===== src/scb_pkg.sv =====
// Package for the shunt converter B calibration and overcurrent block
package scb_pkg;

  // ==========================================================
  // Register offsets
  localparam logic [7:0] ADDR_OFFSET_UPPER = 8'hC4;
  localparam logic [7:0] ADDR_OFFSET_LOWER = 8'hC5;
  localparam logic [7:0] ADDR_GAIN         = 8'hC6;
  localparam logic [7:0] ADDR_CONFIG       = 8'hC7;
  localparam logic [7:0] ADDR_STATUS       = 8'hF0;
  localparam logic [7:0] ADDR_FAST_RESULT  = 8'hF1;

  // ==========================================================
  // Field positions and reset values
  localparam int CFG_ENABLE_BIT  = 15;
  localparam int CFG_POL_BIT     = 14;
  localparam int CFG_SPARE_BIT   = 13;
  localparam int CFG_NUM_MSB     = 12;
  localparam int CFG_NUM_LSB     = 8;
  localparam int OFFSET_LOW_MSB  = 15;
  localparam int OFFSET_LOW_LSB  = 8;
  localparam int STAT_HIGH_BIT   = 1;
  localparam int STAT_LOW_BIT    = 0;

  localparam logic [15:0] RST_OFFSET_UPPER = 16'h0000;
  localparam logic [7:0]  RST_OFFSET_LOWER = 8'h00;
  localparam logic [15:0] RST_GAIN         = 16'h0000;
  localparam logic [4:0]  RST_DEGLITCH     = 5'h00;

  // Threshold codes that switch one side of the comparator off
  localparam logic [15:0] HIGH_DISABLE = 16'h7FFF;
  localparam logic [15:0] LOW_DISABLE  = 16'h8000;

  // ==========================================================
  // Fast filter and gain constants
  localparam int SINC_OSR   = 64;
  localparam int SINC_ORDER = 3;
  localparam int SINC_WIDTH = 20;
  localparam int FAST_WIDTH = 16;
  localparam int GAIN_SHIFT = 16;

  // ==========================================================
  // Carriers
  typedef struct packed {
    logic [7:0]  addr;
    logic [15:0] wdata;
    logic        wr;
    logic        rd;
  } scb_reg_req_t;

  typedef struct packed {
    logic        valid;
    logic [23:0] data;
  } scb_sample_t;

  typedef struct packed {
    logic level;
    logic outEnN;
  } scb_pin_t;

  // Deglitch code to number of consecutive fast results
  function automatic logic [7:0] scb_deglitch_count(input logic [4:0] code);
    logic [7:0] n;
    n = 8'h01;
    case (code)
      5'h00, 5'h01, 5'h02, 5'h03, 5'h04,
      5'h05, 5'h06, 5'h07, 5'h08, 5'h09: n = {3'h0, code} + 8'h01;
      5'h0A, 5'h0B, 5'h0C, 5'h0D,
      5'h0E, 5'h0F, 5'h10, 5'h11: n = {2'h0, code, 1'b0} - 8'h08;
      5'h12: n = 8'h1C;
      5'h13: n = 8'h20;
      5'h14: n = 8'h24;
      5'h15: n = 8'h28;
      5'h16: n = 8'h30;
      5'h17: n = 8'h38;
      5'h18: n = 8'h40;
      5'h19: n = 8'h48;
      5'h1A: n = 8'h50;
      5'h1B: n = 8'h58;
      5'h1C: n = 8'h60;
      5'h1D: n = 8'h68;
      5'h1E: n = 8'h70;
      default: n = 8'h80;
    endcase
    return n;
  endfunction : scb_deglitch_count

endpackage : scb_pkg


===== src/scb_sinc3.sv =====
// Third-order sinc decimator feeding the overcurrent comparator
module scb_sinc3
  import scb_pkg::*;
#(
  parameter int OSR   = SINC_OSR,
  parameter int WIDTH = SINC_WIDTH
) (
  input  wire logic                  ref_clk,
  input  wire logic                  nrst,
  input  wire logic                  run,
  input  wire logic                  modBit,
  input  wire logic                  modValid,
  output logic [FAST_WIDTH-1:0]      fastData,
  output logic                       fastValid
);
  localparam int PH_BITS = $clog2(OSR);
  localparam int SHIFT   = WIDTH - FAST_WIDTH - 1;

  typedef struct packed {
    logic [SINC_ORDER-1:0][WIDTH-1:0] integ;
    logic [SINC_ORDER-1:0][WIDTH-1:0] combDly;
    logic [PH_BITS-1:0]               phase;
    logic [FAST_WIDTH-1:0]            data;
    logic                             valid;
  } scb_sinc_state_t;

  scb_sinc_state_t s;
  scb_sinc_state_t next_s;
  logic [WIDTH-1:0] stage;
  logic [WIDTH-1:0] scaled;

  // ==========================================================
  // Integrate every modulator bit, comb once per OSR bits
  always_comb begin
    next_s = s;
    stage  = '0;
    scaled = '0;
    next_s.valid = 1'b0;
    if (!run) begin
      next_s = '0; // Filter held cleared so a restart never sees stale sums
    end else if (modValid) begin
      // Bit maps to +1 or -1; wrap-around in the integrators cancels in the combs
      next_s.integ[0] = s.integ[0] + (modBit ? WIDTH'(1) : {WIDTH{1'b1}});
      for (int k = 1; k < SINC_ORDER; k++) begin
        next_s.integ[k] = s.integ[k] + s.integ[k-1];
      end
      next_s.phase = s.phase + 1'b1;
      if (s.phase == PH_BITS'(OSR - 1)) begin
        stage = s.integ[SINC_ORDER-1];
        for (int k = 0; k < SINC_ORDER; k++) begin
          next_s.combDly[k] = stage;
          stage = stage - s.combDly[k];
        end
        scaled = WIDTH'($signed(stage) >>> SHIFT);
        // Full positive scale lands one code above the 16-bit range
        if ($signed(scaled) > $signed(WIDTH'(32767))) begin
          next_s.data = 16'h7FFF;
        end else begin
          next_s.data = scaled[FAST_WIDTH-1:0];
        end
        next_s.valid = 1'b1;
      end
    end
  end

  // State register
  always_ff @(posedge ref_clk or negedge nrst) begin
    if (!nrst) begin
      s <= '0;
    end else begin
      s <= next_s;
    end
  end

  assign fastData  = s.data;
  assign fastValid = s.valid;

endmodule : scb_sinc3


===== src/scb_overcurrent.sv =====
// Calibration, fast overcurrent comparator and fault pin for shunt converter B
// Contract
// - Offset correction is 24 bits, split across two registers
// - Offset step follows the 24-bit result LSB
// - Gain factor is one plus code over 65536
// - Comparator enable runs fast filter and comparator; the code also gates both on converterEnable
// - Start and stop never touch the fast path
// - Polarity bit picks fault level on the pin
// - Fault is any high or low event
// - Pin carries fault only when source selects it
// - Deglitch code sets consecutive results needed to trip
// - Fast path is sinc3 with OSR 64
// - Result inside thresholds restarts the deglitch count
// - Above high threshold raises high event; 7FFF disables
// - Below low threshold raises low event; 8000 disables
module scb_overcurrent
  import scb_pkg::*;
(
  input  wire logic         ref_clk,
  input  wire logic         nrst,
  input  wire scb_reg_req_t regReq,
  output logic [15:0]       regRdata,
  input  wire scb_sample_t  rawIn,
  input  wire logic         convStart,
  input  wire logic         convStop,
  input  wire logic         converterEnable,
  input  wire logic         modBit,
  input  wire logic         modValid,
  input  wire logic [15:0]  highThreshold,
  input  wire logic [15:0]  lowThreshold,
  input  wire logic         pinSourceSel,
  input  wire logic         pinFormat,
  output scb_sample_t       corrOut,
  output scb_pin_t          pinDrive,
  output logic              highEvent,
  output logic              lowEvent,
  output logic              faultActive
);

  typedef struct packed {
    logic [15:0]           offUpper;
    logic [7:0]            offLower;
    logic [15:0]           gain;
    logic                  cfgEnable;
    logic                  cfgPol;
    logic                  cfgSpare;
    logic [4:0]            cfgNum;
    logic [15:0]           rdata;
    logic                  running;
    scb_sample_t           corr;
    logic [7:0]            highCnt;
    logic [7:0]            lowCnt;
    logic                  highEvt;
    logic                  lowEvt;
    logic [FAST_WIDTH-1:0] lastFast;
    scb_pin_t              pin;
  } scb_state_t;

  scb_state_t s;
  scb_state_t next_s;

  logic [FAST_WIDTH-1:0] fastData;
  logic                  fastValid;
  logic                  active;
  logic [7:0]            target;
  logic                  overHigh;
  logic                  underLow;
  logic                  pinLevel;
  logic signed [24:0]    diff;
  logic signed [40:0]    prod;
  logic signed [25:0]    sum;

  // ==========================================================
  // Fast filter path
  // Comparator only meaningful while the converter itself runs
  assign active = s.cfgEnable & converterEnable;
  assign target = scb_deglitch_count(s.cfgNum);

  // Start and stop are not wired here, so the fast path keeps running
  scb_sinc3 #(
    .OSR   (SINC_OSR),
    .WIDTH (SINC_WIDTH)
  ) u_sinc (
    .ref_clk   (ref_clk),
    .nrst      (nrst),
    .run       (active),
    .modBit    (modBit),
    .modValid  (modValid),
    .fastData  (fastData),
    .fastValid (fastValid)
  );

  // Threshold tests; the extreme codes switch a side off
  assign overHigh = (highThreshold != HIGH_DISABLE) &&
                    ($signed(fastData) > $signed(highThreshold));
  assign underLow = (lowThreshold != LOW_DISABLE) &&
                    ($signed(fastData) < $signed(lowThreshold));

  // ==========================================================
  // Next-state logic
  always_comb begin
    next_s = s;
    diff   = '0;
    prod   = '0;
    sum    = '0;
    pinLevel = 1'b0;

    // Register writes
    if (regReq.wr) begin
      case (regReq.addr)
        ADDR_OFFSET_UPPER: next_s.offUpper = regReq.wdata;
        ADDR_OFFSET_LOWER: next_s.offLower = regReq.wdata[OFFSET_LOW_MSB:OFFSET_LOW_LSB];
        ADDR_GAIN:         next_s.gain = regReq.wdata;
        ADDR_CONFIG: begin
          next_s.cfgEnable = regReq.wdata[CFG_ENABLE_BIT];
          next_s.cfgPol    = regReq.wdata[CFG_POL_BIT];
          next_s.cfgSpare  = regReq.wdata[CFG_SPARE_BIT];
          next_s.cfgNum    = regReq.wdata[CFG_NUM_MSB:CFG_NUM_LSB];
        end
        default: ;
      endcase
    end

    // Read data stands for one cycle only; unmapped reads give zero
    next_s.rdata = '0;
    if (regReq.rd) begin
      case (regReq.addr)
        ADDR_OFFSET_UPPER: next_s.rdata = s.offUpper;
        ADDR_OFFSET_LOWER: next_s.rdata = {s.offLower, 8'h00};
        ADDR_GAIN:         next_s.rdata = s.gain;
        ADDR_CONFIG:       next_s.rdata = {s.cfgEnable, s.cfgPol, s.cfgSpare, s.cfgNum, 8'h00};
        ADDR_STATUS:       next_s.rdata = {14'h0000, s.highEvt, s.lowEvt};
        ADDR_FAST_RESULT:  next_s.rdata = s.lastFast;
        default:           next_s.rdata = '0;
      endcase
    end

    // Main path run state; stop wins when both arrive together
    if (!converterEnable || convStop) begin
      next_s.running = 1'b0;
    end else if (convStart) begin
      next_s.running = 1'b1;
    end

    // Offset then gain: y = (x - off) * (1 + g / 65536)
    next_s.corr.valid = 1'b0;
    if (rawIn.valid && s.running) begin
      diff = 25'($signed(rawIn.data)) - 25'($signed({s.offUpper, s.offLower}));
      // Both factors widened first so the product is never cut to the operand width
      prod = 41'(diff) * 41'($signed(s.gain));
      sum  = 26'(diff) + 26'(prod >>> GAIN_SHIFT);
      // Saturate so a large correction never wraps the sign
      if (sum > 26'sd8388607) begin
        next_s.corr.data = 24'h7FFFFF;
      end else if (sum < -26'sd8388608) begin
        next_s.corr.data = 24'h800000;
      end else begin
        next_s.corr.data = sum[23:0];
      end
      next_s.corr.valid = 1'b1;
    end

    // Deglitch counters, one per side, capped at the target
    if (!active) begin
      next_s.highCnt = '0;
      next_s.lowCnt  = '0;
      next_s.highEvt = 1'b0;
      next_s.lowEvt  = 1'b0;
    end else if (fastValid) begin
      next_s.lastFast = fastData;
      if (overHigh) begin
        next_s.highCnt = (s.highCnt >= target) ? target : s.highCnt + 8'h01;
        next_s.highEvt = (next_s.highCnt == target);
      end else begin
        next_s.highCnt = '0;
        next_s.highEvt = 1'b0;
      end
      if (underLow) begin
        next_s.lowCnt = (s.lowCnt >= target) ? target : s.lowCnt + 8'h01;
        next_s.lowEvt = (next_s.lowCnt == target);
      end else begin
        next_s.lowCnt = '0;
        next_s.lowEvt = 1'b0;
      end
    end

    // Pin drive; open-drain only pulls low and releases otherwise
    pinLevel = (s.highEvt | s.lowEvt) ? s.cfgPol : ~s.cfgPol;
    if (!pinSourceSel) begin
      next_s.pin.level  = 1'b0;
      next_s.pin.outEnN = 1'b1;
    end else if (pinFormat) begin
      next_s.pin.level  = 1'b0;
      next_s.pin.outEnN = pinLevel;
    end else begin
      next_s.pin.level  = pinLevel;
      next_s.pin.outEnN = 1'b0;
    end
  end

  // ==========================================================
  // State register
  always_ff @(posedge ref_clk or negedge nrst) begin
    if (!nrst) begin
      s <= '0;
      s.pin.outEnN <= 1'b1;
    end else begin
      s <= next_s;
    end
  end

  assign regRdata    = s.rdata;
  assign corrOut     = s.corr;
  assign pinDrive    = s.pin;
  assign highEvent   = s.highEvt;
  assign lowEvent    = s.lowEvt;
  assign faultActive = s.highEvt | s.lowEvt;
endmodule : scb_overcurrent


===== config.mk =====
export PLATFORM = sky130hd
export DESIGN_NAME = scb_overcurrent
export DESIGN_NICKNAME = d
export VERILOG_FILES = /design/src/scb_pkg.sv /design/src/scb_sinc3.sv /design/src/scb_overcurrent.sv
export SDC_FILE = /design/constraint.sdc
export NUM_CORES = 2
export LEC_CHECK = 0
export BUFFER_PORTS_ARGS = -buffer_cell sky130_fd_sc_hd__buf_2
export CAP_MARGIN = 5
export CORE_MARGIN = 2
export CORE_UTILIZATION = 35
export DETAILED_ROUTE_END_ITERATION = 12
export SYNTH_ARGS = -nofsm -noshare
export SYNTH_HDL_FRONTEND = slang
export SYNTH_HIERARCHICAL = 1
export SYNTH_SLANG_ARGS = --single-unit

===== constraint.sdc =====
create_clock -name ref_clk -period 27.9 [get_ports ref_clk]
set_input_delay 4.185 -clock ref_clk [delete_from_list [all_inputs] [get_ports ref_clk]]
set_output_delay 4.185 -clock ref_clk [all_outputs]
set_load 0.02 [all_outputs]

### Yosys cells after proc, flatten, opt, wreduce, memory -nomap -nowiden

Cells that the tools add are included.

| operators by class | value |
|---|---|
| $add $sub $neg | 13 |
| $mul | 1 |
| order comparisons | 7 |
| eq/ne operators | 44 |
| multiplexer cells | 25 |
| bitwise logic cells | 3 |
| reduce and logical (&&, ||, !) cells | 15 |

Operators with widths:

| kind | number |
|---|---|
| 2-to-1 mux 143 bit | 2 |
| case mux 8 bit (15 select lines) | 1 |
| case mux 16 bit (6 select lines) | 1 |
| equality test 5 bit (second input constant) | 15 |
| adder 20 bit | 3 |
| 2-to-1 mux 60 bit | 1 |
| subtractor 20 bit | 3 |
| equality test 8 bit (second input constant) | 6 |
| 2-to-1 mux 24 bit | 2 |
| multiplier 25 x 16 -> 41 bit | 1 |
| equality test 5 x 4 -> 1 bit (second input constant) | 8 |
| 2-to-1 mux 34 bit | 1 |
| 2-to-1 mux 16 bit | 2 |
| 2-to-1 mux 8 bit | 4 |
| adder 25 x 25 -> 26 bit | 1 |
| greater-than comparator 26 x 24 -> 1 bit (second input constant) | 1 |
| < comparator 26 x 24 -> 1 bit (second input constant) | 1 |
| 2-to-1 mux 25 bit | 1 |
| subtractor 24 x 24 -> 25 bit | 1 |
| equality test 5 x 3 -> 1 bit (second input constant) | 4 |
| 2-to-1 mux 20 bit | 1 |
| 2-to-1 mux 18 bit | 1 |
| greater-than comparator 17 x 16 -> 1 bit (second input constant) | 1 |
| 2-to-1 mux 17 bit | 1 |
| other kinds (27) | 45 |

| word-level totals | value |
|---|---|
| bits in registers | 269 |
| bits of input ports | 92 |
| output and inout port bits | 46 |
| word-level logic and storage cells | 135 |

### Longest topological paths before layout

| logic depth | value |
|---|---|
| word-level depth | 9 |
| depth in mapped cells | 45 |
| depth with buffers taken out | 42 |

### Modules after synthesis

Netlist, hierarchy kept.

By module, submodules not included:

| module | times used | cells an instance | area each (um2) | sequential area each (um2) |
|---|---|---|---|---|
| scb_overcurrent | 1 | 2,621 | 24,118.1 | 3,154.3 |
| scb_sinc3 | 1 | 1,254 | 10,861.7 | 3,578.4 |

### Least setup slack after synthesis

Ideal clock, no wire load.

| path | value |
|---|---|
| path type | in2reg |
| start point | in rawIn[0] (netlist bit) |
| end point | reg s, in the netlist corrOut[16] |
| setup time | 127 ps |
| arrival | 13,558 ps |
| data required time | 27,773 ps |
| setup slack | 14,215 ps |
| stages on the path | 43 |
| buffers on the path | 2 |
| cells stage by stage | inv_1 > ha_1 > fa_1 > nor2b_1 > o2111ai_1 > and4b_1 > o2bb2ai_2 > a21boi_0 > a21o_1 > a21oi_1 > xnor2_1 > buf_2 > nand2_1 > fa_1 > fa_1 > inv_1 > fa_1 > inv_1 > [7 not listed] > a221oi_1 > o21ai_1 > a21o_1 > a31oi_1 > o21ai_0 > a211oi_1 > nor3_1 > ha_1 > a21o_1 > or3_1 > o221ai_1 > nand2b_1 > a41o_1 > xnor2_1 > nor2_1 > o21a_2 > buf_6 > a221o_2 |

| on the way | value |
|---|---|
| cells in the longest elaborated chain, start to end | 6 |
| elaborated cells between the ends (all ways) | 7 |
| classes of those cells | add/sub: 2; mul: 1; order compare: 2; mux: 2 |

Ends and longest elaborated chain:

| what | line | source |
|---|---|---|
| start, declared | scb_overcurrent.sv:23 | `input wire scb_sample_t rawIn,` |
| subtractor 24 x 24 -> 25 bit (*) | scb_overcurrent.sv:148 | `diff = 25'($signed(rawIn.data)) - 25'($signed({s.offUpper, s.offLower}));` |
| multiplier 25 x 16 -> 41 bit | scb_overcurrent.sv:150 | `prod = 41'(diff) * 41'($signed(s.gain));` |
| adder 25 x 25 -> 26 bit (*) | scb_overcurrent.sv:151 | `sum = 26'(diff) + 26'(prod >>> GAIN_SHIFT);` |
| < comparator 26 x 24 -> 1 bit | scb_overcurrent.sv:155 | `end else if (sum < -26'sd8388608) begin` |
| 2-to-1 mux 24 bit | scb_overcurrent.sv:155 |  |
| 2-to-1 mux 24 bit (*) | scb_overcurrent.sv:153 | `if (sum > 26'sd8388607) begin` |
| end signal, assigned | scb_overcurrent.sv:208 | `s <= next_s;` |
| end, declared | scb_overcurrent.sv:59 | `scb_state_t s;` |

Mark *: on every way between the ends. The rest lies on a longest branch, timed or not.
A chain may end at the register's enable or synchronous reset.

### Final worst setup path

| path | value |
|---|---|
| start point | in rawIn[1] (netlist bit) |
| end point | reg s, in the netlist corrOut[5] |

Same word-level chain as after synthesis.

==> impl_metrics.yaml <==
pwr:
  p_per_area_nw_per_um2: 46.1
  finalPower_w: 0.00175
  ir_drop_v: 0.0000360
  leakagePower_nw: 18.8
cts:
  cts-root-buf: "clkbuf_16"
  cts_tree: "built"
  clk_pin_slew_ns: 0.06
  clockBufferDepth: 3
  post-cts-setup-buffers: 0
  numCtsBuffers: 36
  cts_htree_levels: 2
  clock-sinks: 269
  hold_buffers: 0
  insertion_delay_ns: 0.59
  ctsResizeCount: 0
synth:
  synth_cell_types: 96
  avgSynthCellArea_sq_um: 9.03
  postSynthCellCount: 3875
  syn_area_sq_um: 35000
  yosys_warnings: 6
  ys.flop_type: "dfrtp_1"
  yosys.area.top_type: "fa_1"
  ys_top_cells_by_area: "fa_1 (23%), dfrtp_1 (19%), ha_1 (11%)"
  synth_edf_count: 0
  ys_ff_latch: 269
  syn-num-nets: 4679
  synth.yosys.seq_area_share_pct: 19.2
  yosysTopAreaCellShare_pct: 22.5
  ys_async_sr_fraction_pct: 100
floorplan:
  die-area_sq_um: 102000
  dieHeight_um: 320
  io_pins: 138
  row_count: 115
  start_util_pct: 35.4
  core_sq_um: 98700
  die_x_um: 320
sta:
  holdWs_ns: 0.503
  min_period_over_period_pct: 51.7
  rsz0062_at_grt: "no"
  finalSetupTns_ns: 0
  skew_ns: 0.0265
  relSlewSlack_pct: 21.2
  worst_slew_pin_slew_ns: 1.18
  finalHoldViolCount: 0
  setup_ws_ns: 13.49
  min_period_ns: 14.41
  setup_viol: 0
  fmax_mhz: 69.4
  final_max_slew_viol_count: 0
setup_path:
  slowest_stage: "nand3_1"
  crit_path_frequent_cell: "fa_1"
  critPathMaxStageDelay_ns: 0.81
  startpoint_type: "primary input"
  end_kind: "flip-flop"
  worstSetupPathType: "in2reg"
  cp_max_fo: 23
  crit_required_ns: 28.35
  arrival_ns: 14.86
grt:
  grt-ovfl-total: 0
  antenna_found_initial: 13
  grt_pass1_vias: 27400
  grt.total_usage_pct: 19.1
  grt_start_max_net_pins: 134
  grt_pass1_wl_um: 155000
drt:
  dr_total_vias: 27000
  drt_iter0_drc: 1760
  drc: 0
  finalWirelength_um: 96100
  via_per_inst: 5.18
  first_pass_iters: 7
  ant_nets: 0
  wl_per_cell_um: 18.4
run:
  cap_violations: 0
layout:
  fillerInstances: 9967
  area_growth_pct: 8.25
  layout_common_cells: "inv_1 (610), nand2_1 (431), fa_1 (394), ha_1 (318), dfrtp_1 (268)"
  drive_above_1_share_pct: 10.1
  final_common_cell: "inv_1"
  nets: 4699
  finish.utilization_pct: 38.4
hold_path:
  hold_path_class: "reg2reg"
placement:
  port_buffers: 137
  preCtsSetupSlack_ns: 13.05
  gp_congestion: 0.886
  dp_hpwl_um: 73900
run_status:
  status: "finished, final reports clean"
-- cell type report --
cell class / instances / area, sq um / area share (%)
tap: 1287 / 1610 / 4.25
sequential: 269 / 6730 / 17.8
multi-input combinational: 2793 / 24900 / 65.8
antenna: 8 / 20.0 / 0.0529
inverter: 611 / 2290 / 6.06
clock buffer: 45 / 975 / 2.57
timing repair buffer: 184 / 1060 / 2.81
clock inverter: 18 / 239 / 0.631
-- worst max-delay path: cells and delay by family --
| kind | cells | cell delay (ns) |
|---|---|---|
| XOR/XNOR | 1 | 0.20 |
| adder cells (fa/ha/maj) | 9 | 4.16 |
| buffers and inverters | 4 | 0.25 |
| AND/OR/NAND/NOR | 12 | 2.84 |
| AO/OA/AOI/OAI | 11 | 3.22 |
-- routing by layer --
layer	vias to the layer above	GRT usage [%]	routed length [um]
met3	133	2.79	5540
met4	2	5.06	2410
met5	-	0	13
li1	12800	-	-
met2	652	30.5	43300
met1	13400	27.1	44900
-- synthesized netlist by cell type (all sizes together), types with 14 or more instances --
cell type and count:
a211oi 33, a21o 79, a21oi 186, a221o 25, a22o 20, a31oi 42
and2 160, and3 20, buf 77, clkbuf 125, dfrtp 268, fa 394
ha 318, inv 611, mux2 72, mux2i 48, nand2 431, nand2b 23
nand3 44, nand3b 14, nand4 27, nor2 208, nor2b 47, nor3 40
o211ai 21, o21a 29, o21ai 120, o21bai 17, o31ai 14, or2 18
xnor2 132, xor2 52
-- per-stage QoR --
step | instances | instance area, sq um
after floorplan | 3875 | 35000
after global placement | 5144 | 36600
after detailed placement | 5144 | 36600
after CTS | 5207 | 37800
after global routing | 5208 | 37800
final | 5215 | 37900
-- sequential cells by signal, indices dropped and copies added, names as in the netlist --
register	cells
u_sinc/s	126
s	81
corrOut	25
regRdata	16
u_sinc/fastData	16
pinDrive	2
highEvent	1
lowEvent	1
u_sinc/fastValid	1
-- cells by family after synthesis --
logic type,after synthesis,synth area share (%)
DFF,269,19.2
and+or+nand+nor,1080,14.7
AOI/OAI and AO/OA,696,14.2
buffers and inverters,813,9.54
muxes,120,3.69
xor gates and xnor gates,185,4.70
adders and majority gates,712,33.9
-- report_power, final --
group          switching [W]  total, W  internal (W)
registers          0.0000293  0.000441      0.000411
clock network       0.000208  0.000488      0.000281
logic               0.000496  0.000816      0.000321
total               0.000733   0.00175       0.00101
-- worst paths after layout --
kind,from,end,slack [ns],cells past startpoint
setup reg to reg,s[103]$_DFFE_PN0P_,corrOut[5]$_DFFE_PN0P_,16.70,37
hold reg to reg,s[83]$_DFFE_PN0P_,s[83]$_DFFE_PN0P_,0.50,1
min in group asynchronous,nrst,regRdata[8]$_DFF_PN0_,3.63,1
hold / removal,s[83]$_DFFE_PN0P_,s[83]$_DFFE_PN0P_,0.50,1
setup / recovery,rawIn[1],corrOut[5]$_DFFE_PN0P_,13.49,37
max in group asynchronous,nrst,u_sinc/s[102]$_DFFE_PN0P_,22.98,2
No activity file was read; power rests on OpenSTA's default activity.
